===== src/design/tmw_pkg.sv =====
package tmw_pkg;

  localparam int ADDR_W = 8;
  localparam int DATA_W = 16;
  localparam int NUM_CH = 4;
  localparam int NUM_FLAGS = 5;

  typedef struct packed {
    logic [ADDR_W-1:0] addr;
    logic [DATA_W-1:0] wdata;
    logic              wr;
    logic              rd;
  } tmw_bus_req_t;

  // Register offsets
  localparam logic [ADDR_W-1:0] OFF_OUT_CTRL = 8'h00;
  localparam logic [ADDR_W-1:0] OFF_IRQ_EN   = 8'h04;
  localparam logic [ADDR_W-1:0] OFF_STATUS   = 8'h08;
  localparam logic [ADDR_W-1:0] OFF_COUNT    = 8'h0C;
  localparam logic [ADDR_W-1:0] OFF_GR_A     = 8'h10;
  localparam logic [ADDR_W-1:0] OFF_GR_B     = 8'h14;
  localparam logic [ADDR_W-1:0] OFF_GR_C     = 8'h18;
  localparam logic [ADDR_W-1:0] OFF_GR_D     = 8'h1C;
  localparam logic [ADDR_W-1:0] OFF_CH_MODE  = 8'h20;

  // Output control fields
  localparam int CTRL_LEVEL_BIT = 0;
  localparam int CTRL_ACT_LSB   = 1;
  localparam int CTRL_RUN_BIT   = 7;

  // Enable and status fields
  localparam int OVF_BIT = 7;
  localparam int MATCH_LSB = 0;
  localparam logic [7:0] RSVD_ONES = 8'h70;

  // Channel mode fields
  localparam int MODE_CAP_LSB  = 0;
  localparam int MODE_FALL_LSB = 4;

  // Flag index of the overflow flag in the flag vector
  localparam int FLAG_OVF = 4;

  localparam logic [DATA_W-1:0] CNT_MAX    = 16'hFFFF;
  localparam logic [DATA_W-1:0] CNT_RESET  = 16'h0000;
  localparam logic [DATA_W-1:0] GR_RESET   = 16'hFFFF;
  localparam logic [DATA_W-1:0] DATA_ZERO  = 16'h0000;
  localparam logic [7:0]        REG8_RESET = 8'h00;

  typedef enum logic [1:0] {
    ACT_NONE   = 2'b00,
    ACT_LOW    = 2'b01,
    ACT_HIGH   = 2'b10,
    ACT_TOGGLE = 2'b11
  } tmw_out_act_t;

  typedef enum logic {
    CLR_IDLE  = 1'b0,
    CLR_ARMED = 1'b1
  } tmw_clr_state_t;

endpackage : tmw_pkg


===== src/design/tmw_timer_irq.sv =====
// Added by the designer: the strobed register port and the register addresses.
`timescale 1ns/1ps
module tmw_timer_irq #(
  parameter int W = tmw_pkg::DATA_W
) (
  input  wire logic                  mclk_in,
  input  wire logic                  sys_rst_in,
  input  wire logic                  ce_in,
  input  wire tmw_pkg::tmw_bus_req_t bus_req_in,
  output logic      [W-1:0]          rd_data_out,
  input  wire logic [3:0]            capture_compare_pin_in,
  output logic                       capture_compare_pin_a_out,
  output logic                       capture_compare_pin_a_oe_out,
  output logic                       overflow_irq_out,
  output logic                       match_irq_a_out,
  output logic                       match_irq_b_out,
  output logic                       match_irq_c_out,
  output logic                       match_irq_d_out,
  output logic                       timer_irq_out
);

  localparam int NCH = tmw_pkg::NUM_CH;
  localparam int NFL = tmw_pkg::NUM_FLAGS;
  // General register offsets, channel A first
  localparam logic [tmw_pkg::ADDR_W-1:0] GR_OFF [NCH] = '{
    tmw_pkg::OFF_GR_A, tmw_pkg::OFF_GR_B,
    tmw_pkg::OFF_GR_C, tmw_pkg::OFF_GR_D
  };

  // Register state
  logic                       initial_level_ch_a;
  tmw_pkg::tmw_out_act_t      act_a;
  logic                       counter_run;
  logic                       overflow_irq_en;
  logic [NCH-1:0]             match_irq_en;
  logic [NCH-1:0]             capture_mode;
  logic [NCH-1:0]             falling_sel;
  logic [W-1:0]               timer_counter_value;
  logic                       pin_a_level;
  logic                       next_pin_a;
  logic [NCH-1:0]             match_irq;

  // Flags: bits 3..0 match D..A, bit 4 overflow
  logic [NFL-1:0]             flag;
  logic [NFL-1:0]             flag_event;
  logic [NFL-1:0]             flag_en;
  logic [NFL-1:0]             clr_ok;
  tmw_pkg::tmw_clr_state_t    clr_state [NFL];

  // Bus decode
  logic                       wr;
  logic                       rd;
  logic [tmw_pkg::ADDR_W-1:0] addr;
  logic [W-1:0]               wdata;
  logic                       wr_ctrl;
  logic                       wr_en;
  logic                       wr_status;
  logic                       rd_status;
  logic                       wr_count;
  logic                       wr_mode;
  logic [NCH-1:0]             wr_gr;
  logic [W-1:0]               gr [NCH];
  logic [NCH-1:0]             ch_event;
  logic                       ovf_event;
  logic [7:0]                 status_view;
  logic [7:0]                 en_view;
  logic [7:0]                 ctrl_view;
  logic [7:0]                 mode_view;
  logic [W-1:0]               next_rd_data;

  assign wr    = bus_req_in.wr;
  assign rd    = bus_req_in.rd;
  assign addr  = bus_req_in.addr;
  assign wdata = bus_req_in.wdata;

  assign wr_ctrl   = wr && (addr == tmw_pkg::OFF_OUT_CTRL);
  assign wr_en     = wr && (addr == tmw_pkg::OFF_IRQ_EN);
  assign wr_status = wr && (addr == tmw_pkg::OFF_STATUS);
  assign rd_status = rd && (addr == tmw_pkg::OFF_STATUS);
  assign wr_count  = wr && (addr == tmw_pkg::OFF_COUNT);
  assign wr_mode   = wr && (addr == tmw_pkg::OFF_CH_MODE);
  for (genvar c = 0; c < NCH; c++) begin : g_gr_dec
    assign wr_gr[c] = wr && (addr == GR_OFF[c]);
  end

  // Initial level of channel A
  always_ff @(posedge mclk_in) begin
    if (sys_rst_in) begin
      initial_level_ch_a <= 1'b0;
    end else if (ce_in && wr_ctrl) begin
      initial_level_ch_a <= wdata[tmw_pkg::CTRL_LEVEL_BIT];
    end
  end

  // Action taken on a channel A match
  always_ff @(posedge mclk_in) begin
    if (sys_rst_in) begin
      act_a <= tmw_pkg::ACT_NONE;
    end else if (ce_in && wr_ctrl) begin
      act_a <= tmw_pkg::tmw_out_act_t'(
                 wdata[tmw_pkg::CTRL_ACT_LSB +: 2]);
    end
  end

  // Counter run bit
  always_ff @(posedge mclk_in) begin
    if (sys_rst_in) begin
      counter_run <= 1'b0;
    end else if (ce_in && wr_ctrl) begin
      counter_run <= wdata[tmw_pkg::CTRL_RUN_BIT];
    end
  end

  // Overflow enable; reserved bits keep no state
  always_ff @(posedge mclk_in) begin
    if (sys_rst_in) begin
      overflow_irq_en <= 1'b0;
    end else if (ce_in && wr_en) begin
      overflow_irq_en <= wdata[tmw_pkg::OVF_BIT];
    end
  end

  // Match enables, one bit per channel
  always_ff @(posedge mclk_in) begin
    if (sys_rst_in) begin
      match_irq_en <= '0;
    end else if (ce_in && wr_en) begin
      match_irq_en <= wdata[tmw_pkg::MATCH_LSB +: NCH];
    end
  end

  // Capture mode per channel
  always_ff @(posedge mclk_in) begin
    if (sys_rst_in) begin
      capture_mode <= '0;
    end else if (ce_in && wr_mode) begin
      capture_mode <= wdata[tmw_pkg::MODE_CAP_LSB +: NCH];
    end
  end

  // Capture edge per channel, falling when set
  always_ff @(posedge mclk_in) begin
    if (sys_rst_in) begin
      falling_sel <= '0;
    end else if (ce_in && wr_mode) begin
      falling_sel <= wdata[tmw_pkg::MODE_FALL_LSB +: NCH];
    end
  end

  // Free-running counter
  // A counter write wins, so no overflow in that cycle
  assign ovf_event = ce_in && counter_run && !wr_count &&
                     (timer_counter_value == tmw_pkg::CNT_MAX);

  always_ff @(posedge mclk_in) begin
    if (sys_rst_in) begin
      timer_counter_value <= tmw_pkg::CNT_RESET;
    end else if (ce_in) begin
      if (wr_count) begin
        timer_counter_value <= wdata;
      end else if (counter_run) begin
        timer_counter_value <= W'(timer_counter_value + 1'b1);
      end
    end
  end

  // Compare/capture channels
  for (genvar c = 0; c < NCH; c++) begin : g_ch
    tmw_channel #(
      .W (W)
    ) u_ch (
      .mclk_in         (mclk_in),
      .sys_rst_in      (sys_rst_in),
      .ce_in           (ce_in),
      .pin_in          (capture_compare_pin_in[c]),
      .capture_mode_in (capture_mode[c]),
      .falling_in      (falling_sel[c]),
      .run_in          (counter_run),
      .count_in        (timer_counter_value),
      .gr_wr_in        (wr_gr[c]),
      .gr_wdata_in     (wdata),
      .gr_out          (gr[c]),
      .event_out       (ch_event[c])
    );
  end

  assign flag_event = {ovf_event, ch_event};
  assign flag_en    = {overflow_irq_en, match_irq_en};

  // Flags with read-one-then-write-zero clearing; a new event wins
  for (genvar f = 0; f < NFL; f++) begin : g_flag
    localparam int SBIT = (f == tmw_pkg::FLAG_OVF) ? tmw_pkg::OVF_BIT
                                                   : tmw_pkg::MATCH_LSB + f;

    // Zero written while armed clears this flag
    assign clr_ok[f] = wr_status && !wdata[SBIT] &&
                       (clr_state[f] == tmw_pkg::CLR_ARMED);

    always_ff @(posedge mclk_in) begin
      if (sys_rst_in) begin
        flag[f] <= 1'b0;
      end else if (ce_in) begin
        if (flag_event[f]) begin
          flag[f] <= 1'b1;
        end else if (clr_ok[f]) begin
          flag[f] <= 1'b0;
        end
      end
    end

    // Arm is lost on any status write or when the flag drops
    always_ff @(posedge mclk_in) begin
      if (sys_rst_in) begin
        clr_state[f] <= tmw_pkg::CLR_IDLE;
      end else if (ce_in) begin
        case (clr_state[f])
          tmw_pkg::CLR_IDLE: begin
            if (rd_status && flag[f]) begin
              clr_state[f] <= tmw_pkg::CLR_ARMED;
            end
          end
          tmw_pkg::CLR_ARMED: begin
            if (wr_status || !flag[f]) begin
              clr_state[f] <= tmw_pkg::CLR_IDLE;
            end
          end
          default: clr_state[f] <= tmw_pkg::CLR_IDLE;
        endcase
      end
    end
  end

  // Level that a compare match on channel A leaves on the pin
  always_comb begin
    case (act_a)
      tmw_pkg::ACT_NONE:   next_pin_a = pin_a_level;
      tmw_pkg::ACT_LOW:    next_pin_a = 1'b0;
      tmw_pkg::ACT_HIGH:   next_pin_a = 1'b1;
      tmw_pkg::ACT_TOGGLE: next_pin_a = !pin_a_level;
      default:             next_pin_a = pin_a_level;
    endcase
  end

  // Channel A pin level; a control write wins over a match
  always_ff @(posedge mclk_in) begin
    if (sys_rst_in) begin
      pin_a_level <= 1'b0;
    end else if (ce_in) begin
      if (wr_ctrl) begin
        pin_a_level <= wdata[tmw_pkg::CTRL_LEVEL_BIT];
      end else if (ch_event[0] && !capture_mode[0]) begin
        pin_a_level <= next_pin_a;
      end
    end
  end

  assign capture_compare_pin_a_out    = pin_a_level;
  // Pin A is driven only in compare mode
  assign capture_compare_pin_a_oe_out = !capture_mode[0];

  // Interrupt requests
  assign overflow_irq_out =
    flag[tmw_pkg::FLAG_OVF] && overflow_irq_en;

  // One request per match channel
  for (genvar c = 0; c < NCH; c++) begin : g_irq
    assign match_irq[c] = flag[c] && match_irq_en[c];
  end

  assign match_irq_a_out = match_irq[0];
  assign match_irq_b_out = match_irq[1];
  assign match_irq_c_out = match_irq[2];
  assign match_irq_d_out = match_irq[3];
  assign timer_irq_out   = |(flag & flag_en);

  // Read views
  always_comb begin
    status_view = tmw_pkg::RSVD_ONES;
    status_view[tmw_pkg::OVF_BIT] = flag[tmw_pkg::FLAG_OVF];
    status_view[tmw_pkg::MATCH_LSB +: NCH] = flag[NCH-1:0];
  end

  always_comb begin
    en_view = tmw_pkg::RSVD_ONES;
    en_view[tmw_pkg::OVF_BIT] = overflow_irq_en;
    en_view[tmw_pkg::MATCH_LSB +: NCH] = match_irq_en;
  end

  always_comb begin
    ctrl_view = tmw_pkg::REG8_RESET;
    ctrl_view[tmw_pkg::CTRL_LEVEL_BIT] = initial_level_ch_a;
    ctrl_view[tmw_pkg::CTRL_ACT_LSB +: 2] = act_a;
    ctrl_view[tmw_pkg::CTRL_RUN_BIT] = counter_run;
  end

  always_comb begin
    mode_view = tmw_pkg::REG8_RESET;
    mode_view[tmw_pkg::MODE_CAP_LSB +: NCH] = capture_mode;
    mode_view[tmw_pkg::MODE_FALL_LSB +: NCH] = falling_sel;
  end

  always_comb begin
    next_rd_data = tmw_pkg::DATA_ZERO;
    if (rd) begin
      case (addr)
        tmw_pkg::OFF_OUT_CTRL: next_rd_data = W'(ctrl_view);
        tmw_pkg::OFF_IRQ_EN:   next_rd_data = W'(en_view);
        tmw_pkg::OFF_STATUS:   next_rd_data = W'(status_view);
        tmw_pkg::OFF_COUNT:    next_rd_data = timer_counter_value;
        tmw_pkg::OFF_GR_A:     next_rd_data = gr[0];
        tmw_pkg::OFF_GR_B:     next_rd_data = gr[1];
        tmw_pkg::OFF_GR_C:     next_rd_data = gr[2];
        tmw_pkg::OFF_GR_D:     next_rd_data = gr[3];
        tmw_pkg::OFF_CH_MODE:  next_rd_data = W'(mode_view);
        default:               next_rd_data = tmw_pkg::DATA_ZERO;
      endcase
    end
  end

  // Read data stand until the next enabled cycle, zero after an enabled cycle without a read
  always_ff @(posedge mclk_in) begin
    if (sys_rst_in) begin
      rd_data_out <= tmw_pkg::DATA_ZERO;
    end else if (ce_in) begin
      rd_data_out <= next_rd_data;
    end
  end

endmodule : tmw_timer_irq


===== src/design/tmw_channel.sv =====
`timescale 1ns/1ps
module tmw_channel #(
  parameter int W = 16
) (
  input  wire logic         mclk_in,
  input  wire logic         sys_rst_in,
  input  wire logic         ce_in,
  input  wire logic         pin_in,
  input  wire logic         capture_mode_in,
  input  wire logic         falling_in,
  input  wire logic         run_in,
  input  wire logic [W-1:0] count_in,
  input  wire logic         gr_wr_in,
  input  wire logic [W-1:0] gr_wdata_in,
  output logic      [W-1:0] gr_out,
  output logic              event_out
);

  logic pin_meta;
  logic pin_sync;
  logic pin_prev;
  logic edge_hit;
  logic match_hit;

  // Two-stage synchroniser, then edge history
  always_ff @(posedge mclk_in) begin
    if (sys_rst_in) begin
      pin_meta <= 1'b0;
      pin_sync <= 1'b0;
      pin_prev <= 1'b0;
    end else if (ce_in) begin
      pin_meta <= pin_in;
      pin_sync <= pin_meta;
      pin_prev <= pin_sync;
    end
  end

  assign edge_hit = capture_mode_in &&
                    (falling_in ? (pin_prev && !pin_sync)
                                : (!pin_prev && pin_sync));
  assign match_hit = !capture_mode_in && run_in && (count_in == gr_out);

  always_ff @(posedge mclk_in) begin
    if (sys_rst_in) begin
      gr_out <= tmw_pkg::GR_RESET[W-1:0];
    end else if (ce_in) begin
      if (edge_hit) begin
        gr_out <= count_in;
      end else if (gr_wr_in) begin
        gr_out <= gr_wdata_in;
      end
    end
  end

  assign event_out = ce_in && (edge_hit || match_hit);

endmodule : tmw_channel


===== config.mk =====
export PLATFORM = sky130hd
export DESIGN_NAME = tmw_timer_irq
export DESIGN_NICKNAME = d
export VERILOG_FILES = /design/src/design/tmw_pkg.sv /design/src/design/tmw_timer_irq.sv /design/src/design/tmw_channel.sv
export SDC_FILE = /design/constraint.sdc
export NUM_CORES = 1
export LEC_CHECK = 0
export BUFFER_PORTS_ARGS = -buffer_cell sky130_fd_sc_hd__buf_2
export CAP_MARGIN = 20
export CORE_MARGIN = 2
export CORE_UTILIZATION = 40
export CTS_CLUSTER_DIAMETER = 150
export DETAILED_ROUTE_END_ITERATION = 8
export MAX_ROUTING_LAYER = met4
export SKIP_LAST_GASP = 1
export SLEW_MARGIN = 10
export SYNTH_ARGS = -nofsm -noshare
export SYNTH_HDL_FRONTEND = slang
export SYNTH_SLANG_ARGS = --single-unit

===== constraint.sdc =====
create_clock -name mclk_in -period 5.79 [get_ports mclk_in]
set_clock_uncertainty 0.15 [all_clocks]
set_input_delay 1.158 -clock mclk_in [delete_from_list [all_inputs] [get_ports mclk_in]]
set_output_delay 1.158 -clock mclk_in [all_outputs]
set_load 0.005 [all_outputs]

After elaboration in Yosys (flattened, before gate mapping)
Memories as Yosys holds them, arrays and structs flattened.
Cells that the tools add are included.
Word-level totals
  word-level logic and storage cells: 271
  RAM bits: 5
  output and inout port bits: 24
  input port bits: 33
  memories: 1
  flip-flop bits (word level): 131
Operators by class
  equal/unequal tests: 17
  reductions and logical operators: 119
  add/subtract/negate cells: 1
  bitwise gates (word level): 11
  multiplexer cells: 91
Memories
  clr_state: depth 5, bits a word 1, rd ports 5, clocked after memory_dff 0, wr ports 5, RTL line tmw_timer_irq.sv:48  | tmw_pkg::tmw_clr_state_t clr_state [NFL];
Operator list (count)
  $mux 16: 11
  $pmux 16 s9: 1
  $mux 1: 78
  $eq 16x16->1: 4
  $logic_and 1x1->1: 61
  $eq 8x5->1 const B: 4
  $logic_not 1->1: 24
  $reduce_bool 2->1: 11
  $reduce_and 2->1: 10
  $add 16x1->16 const B: 1
  $eq 16x16->1 const B: 1
  $eq 8x4->1 const B: 2
  $or 1x1->1: 10
  $logic_or 1x1->1: 9
  $eq 8x3->1 const B: 1
  $eq 8x6->1 const B: 1
  $logic_not 8->1: 1
  $and 5x5->5: 1
  $reduce_or 5->1: 1
  $eq 2x2->1 const B: 2
  $pmux 1 s3: 1
  $reduce_and 3->1: 1
  $eq 2x1->1 const B: 1
  $logic_not 2->1: 1
  $ne 2x2->1 const B: 1

Longest topological paths before layout
  word-level depth: 10
  depth in mapped cells: 9
  mapped depth without buffers: 6

Modules after synthesis
From an unflattened synthesis, not the netlist that was laid out.
Second synthesis, totals
  cell total of the unflattened synthesis: 966
  area, all modules: 8720.9 µm²
Modules (own cells, without submodules)
  tmw_channel: cells each 128, sequential area each 380.4 µm², area an instance 1223.7 µm², instances 4
  tmw_timer_irq: cells each 454, sequential area each 1251.2 µm², area an instance 3826.2 µm², instances 1

Worst setup path before layout
No wires, ideal clock.
  path type: input -> register
  start: input port bus_req_in[23] (netlist bit)
  end: memory clr_state[0] (netlist bit), enable pin
  arrival time: 2613 ps
  stages on the path: 6
  setup time: 293 ps
  path slack: 2733 ps
  path through: buf_6 > or4_4 > nor3_4 > nand2_1 > a211oi_1 > a311o_1
RTL lines
  from (decl): RTL line tmw_timer_irq.sv:9  | input wire tmw_pkg::tmw_bus_req_t bus_req_in,
  to (decl): RTL line tmw_timer_irq.sv:48

Worst setup path after layout
  start: input port bus_req_in[19] (netlist bit)
  end: register g_ch[3].u_ch.gr_out[6]
Between the ends
  longest elaborated chain between the ends: 4
Ends and longest elaborated chain
  $eq 8x5->1: RTL line tmw_timer_irq.sv:83  | assign wr_gr[c] = wr && (addr == GR_OFF[c]);
  $logic_and 1x1->1: RTL line tmw_timer_irq.sv:83
  $reduce_bool 2->1 (no source line)
  $reduce_and 2->1 (no source line)
  to (signal assigned): RTL line tmw_channel.sv:45  | gr_out <= tmw_pkg::GR_RESET[W-1:0];
  to (signal assigned): RTL line tmw_channel.sv:48  | gr_out <= count_in;
  to (signal assigned): RTL line tmw_channel.sv:50  | gr_out <= gr_wdata_in;
  to (decl): RTL line tmw_channel.sv:15  | output logic [W-1:0] gr_out,
Every way passes these cells.
A chain may end at the register's enable or synchronous reset.

==> qor.txt <==
total power - 2.20 mW
ys async rst share - 0%
remaining antenna violation count - 0
Die W - 144 um
Worst Hold Depth - 2
Clock H-tree levels - 4
syn_area_per_cell - 8.52 um^2
adder-cell share of the synthesized area - 0.160%
Slew Limit Fails - 0
routed wire length - 25200 um
Synthesized Nets - 951
met1 Use GR - 36.0%
RSZ-0062 raised after global routing - false
Die Y-Extent - 144 um
TritonCTS Sinks - 136
Setup Total Neg Slack - 0 ps
Seq/Total Area, Yosys - 35.5%
Min Clock Period, post-route - 3390 ps
area of the die - 20700 um^2
XOR/XNOR share of the synthesized area - 7.18%
Post-CTS Setup Inserts - 0
EDFF count, synth - 5
Critical Path Source Type - input port
R2R depth - 6
FF-to-FF End - timer_counter_value[15]$_SDFFE_PP0P_
maxcap violations - 0
io pins - 57
Worst EP required - 5910 ps
clock-pin transition on the worst setup and hold timing paths - 60 ps
Post-CTS Hold Fix Bufs - 0
complex-gate fraction of the synthesized area - 20.1%
clock root cell - clkbuf_16
DR DRC count - 0
Bufs on Longest Clock Path - 2
Yosys Warn Count - 0
initial antenna violation count - 0
mux contribution to synthesized area - 14.6%
DR WL/cell - 21.0 um
commonest cells after routing, fill and taps aside - dfxtp_1, nand2_1, mux2i_1, o211ai_1, nor2_1
commonest register cell after synthesis - dfxtp_1
HP Start - rd_data_out[9]$_SDFFE_PP0P_
crit share post-route - 58.5%
status - completed
area grow syn2layout - 13.1%
Num CTS Buffers - 17
final setup violating endpoints - 0
R2R Path Start - timer_counter_value[3]$_SDFFE_PP0P_
# diodes - 0
largest net degree at the start of global routing - 66
initial core utilization - 40.4%
post_cts resized - 0
leakage dissipation - 3.84 nW
final hold vios - 0
WHS Endpoint - rd_data_out[9]$_SDFFE_PP0P_
post-DP HPWL - 17700 um
cells after synthesis - 917
Worst-Skew Late Latency - 430 ps
post-synthesis simple-gate area fraction - 17.6%
1st-pass router iterations - 5
commonest non-fill, non-tap cell in the layout - dfxtp_1
critical path type - input port to flip-flop
worst slew pin tran - 1070 ps
layout net count - 956
GRT Max-Usage Layer - met2
Worst Setup End Kind - flip-flop
relative slew slack - 28.7%
met3 usage - 4.07%
reg2reg setup slack - 3330 ps
gr usage total - 25.6%
# fillers - 1907
M2 GR Usage - 37.9%
Port Buffers - 56
distinct cell type count after synthesis - 61
register area - 2770 um^2
first-pass GRT wire length - 38700 um
Cell Rows - 51
HP Class - flip-flop to flip-flop
vias per cell - 5.88
#FFs+latches synth - 136
Crit Path Max Fanout - 23
GP Congestion - 0.929
total global routing overflow - 0
critical path data arrival time - 3500 ps
core area - 19300 um^2
Mapped Area - 7810 um^2
f_max - 295 MHz
PwrDens - 249 nW/um^2
CTS tree - built
Worst IR Drop VDD - 0.185 mV
initial DRC count - 709
Vias - 7057
largest family of logic cells by synthesized area - compound AO/OA/AOI/OAI gates
layout cells sized above 1 - 14.8%
vias in the first global route - 6410
multi-input logic area - 4680 um^2
-- routing by layer --
metal | share of wire (%) | vias to the layer above
met5 | 0 | -
met1 | 47 | 3420
met2 | 45 | 254
met4 | 1.8 | 0
met3 | 6.3 | 27
li1 | - | 3356
-- registers in the layout, summed over array words and instances, names as in the netlist --
register	count
rd_data_out	16
g_ch.u_ch.gr_out	64
capture_compare_pin_a_out	1
act_a	2
falling_sel	4
capture_mode	4
overflow_irq_en	1
g_ch.u_ch.pin_meta	4
match_irq_en	4
g_ch.u_ch.pin_prev	4
timer_counter_value	16
initial_level_ch_a	1
g_ch.u_ch.pin_sync	4
clr_state	5
counter_run	1
flag	5
-- critical path, stage by stage --
cell and delay (ps):
buf_2 110, nor4_1 620, nand2_1 500, nor3_1 500, o21ai_2 220, buf_6 220
nand2_1 90, o211ai_1 80
-- Yosys cell counts, drive strengths merged (2+ instances only) --
cell / count / area, um^2
a311oi: 2 / 17.5
xnor2: 38 / 333
nor2b: 4 / 25.0
o21bai: 2 / 15.0
nor2: 63 / 241
o32ai: 2 / 17.5
xor2: 26 / 228
or2: 2 / 12.5
o211ai: 64 / 480
buf: 21 / 104
a31oi: 4 / 25.0
inv: 13 / 48.8
mux4: 3 / 67.6
nor4: 13 / 111
mux2i: 90 / 901
and4: 3 / 26.3
o31ai: 7 / 52.6
or4: 2 / 18.8
a21o: 4 / 30.0
clkbuf: 62 / 233
nand2b: 5 / 31.3
nand4: 18 / 119
o21a: 4 / 30.0
a21oi: 29 / 149
a311o: 5 / 50.1
and3: 9 / 56.3
nand2: 119 / 447
dfxtp: 131 / 2620
nor3b: 9 / 67.6
mux2: 15 / 169
nand3b: 2 / 15.0
o22ai: 3 / 18.8
o21ai: 49 / 245
a22oi: 22 / 165
a221oi: 13 / 114
and2: 8 / 50.1
a211oi: 14 / 110
nor3: 12 / 76.3
edfxtp: 5 / 150
nand3: 12 / 60.1
-- power by group --
group | switching, mW | total (mW) | internal [mW]
clock | 0.418 | 1.12 | 0.702
sequential | 0.00396 | 0.951 | 0.947
combinational | 0.0849 | 0.124 | 0.0390
total | 0.507 | 2.20 | 1.69
-- per-stage QoR --
stage	std cells	worst slack, ps	area (um^2)	hold slack [ps]	utilization (%)
after floorplan	917	2730	7810	296	-
after global placement	1166	1980	8200	282	42.4
after detailed placement	1167	1940	8210	286	42.5
after CTS	1199	2370	8820	300	45.6
after global routing	1200	2100	8830	316	45.7
final	1200	2400	8830	294	45.7
-- layout make-up --
cell class,instances,share of cell area [%]
repair buffers,69,4.41
flip-flops and latches,136,31.4
multi-input cells,685,53.0
well taps,265,3.75
clock inverters,6,0.992
clock buffers,26,5.88
inverters,13,0.553
-- cells by family after synthesis --
group | after synthesis
AND/OR/NAND/NOR | 283
AO/OA/AOI/OAI | 229
flip-flops | 136
multiplexers | 108
buffers and inverters | 96
XOR/XNOR | 64
adder cells (fa/ha/maj) | 1
-- worst max path at each step --
stage / start / cells after the start / endpoint
2_1_floorplan: bus_req_in[23] / 6 / clr_state[0]$_SDFFCE_PP0P_
3_3_place_gp: bus_req_in[19] / 7 / g_ch[3].u_ch.gr_out[13]$_SDFFE_PP1P_
3_5_place_dp: bus_req_in[19] / 7 / g_ch[3].u_ch.gr_out[2]$_SDFFE_PP1P_
4_1_cts: bus_req_in[19] / 7 / g_ch[3].u_ch.gr_out[2]$_SDFFE_PP1P_
5_1_grt: bus_req_in[19] / 8 / g_ch[3].u_ch.gr_out[15]$_SDFFE_PP1P_
6_report: bus_req_in[19] / 8 / g_ch[3].u_ch.gr_out[6]$_SDFFE_PP1P_
Note: power is estimated with default switching activity, not from simulation.
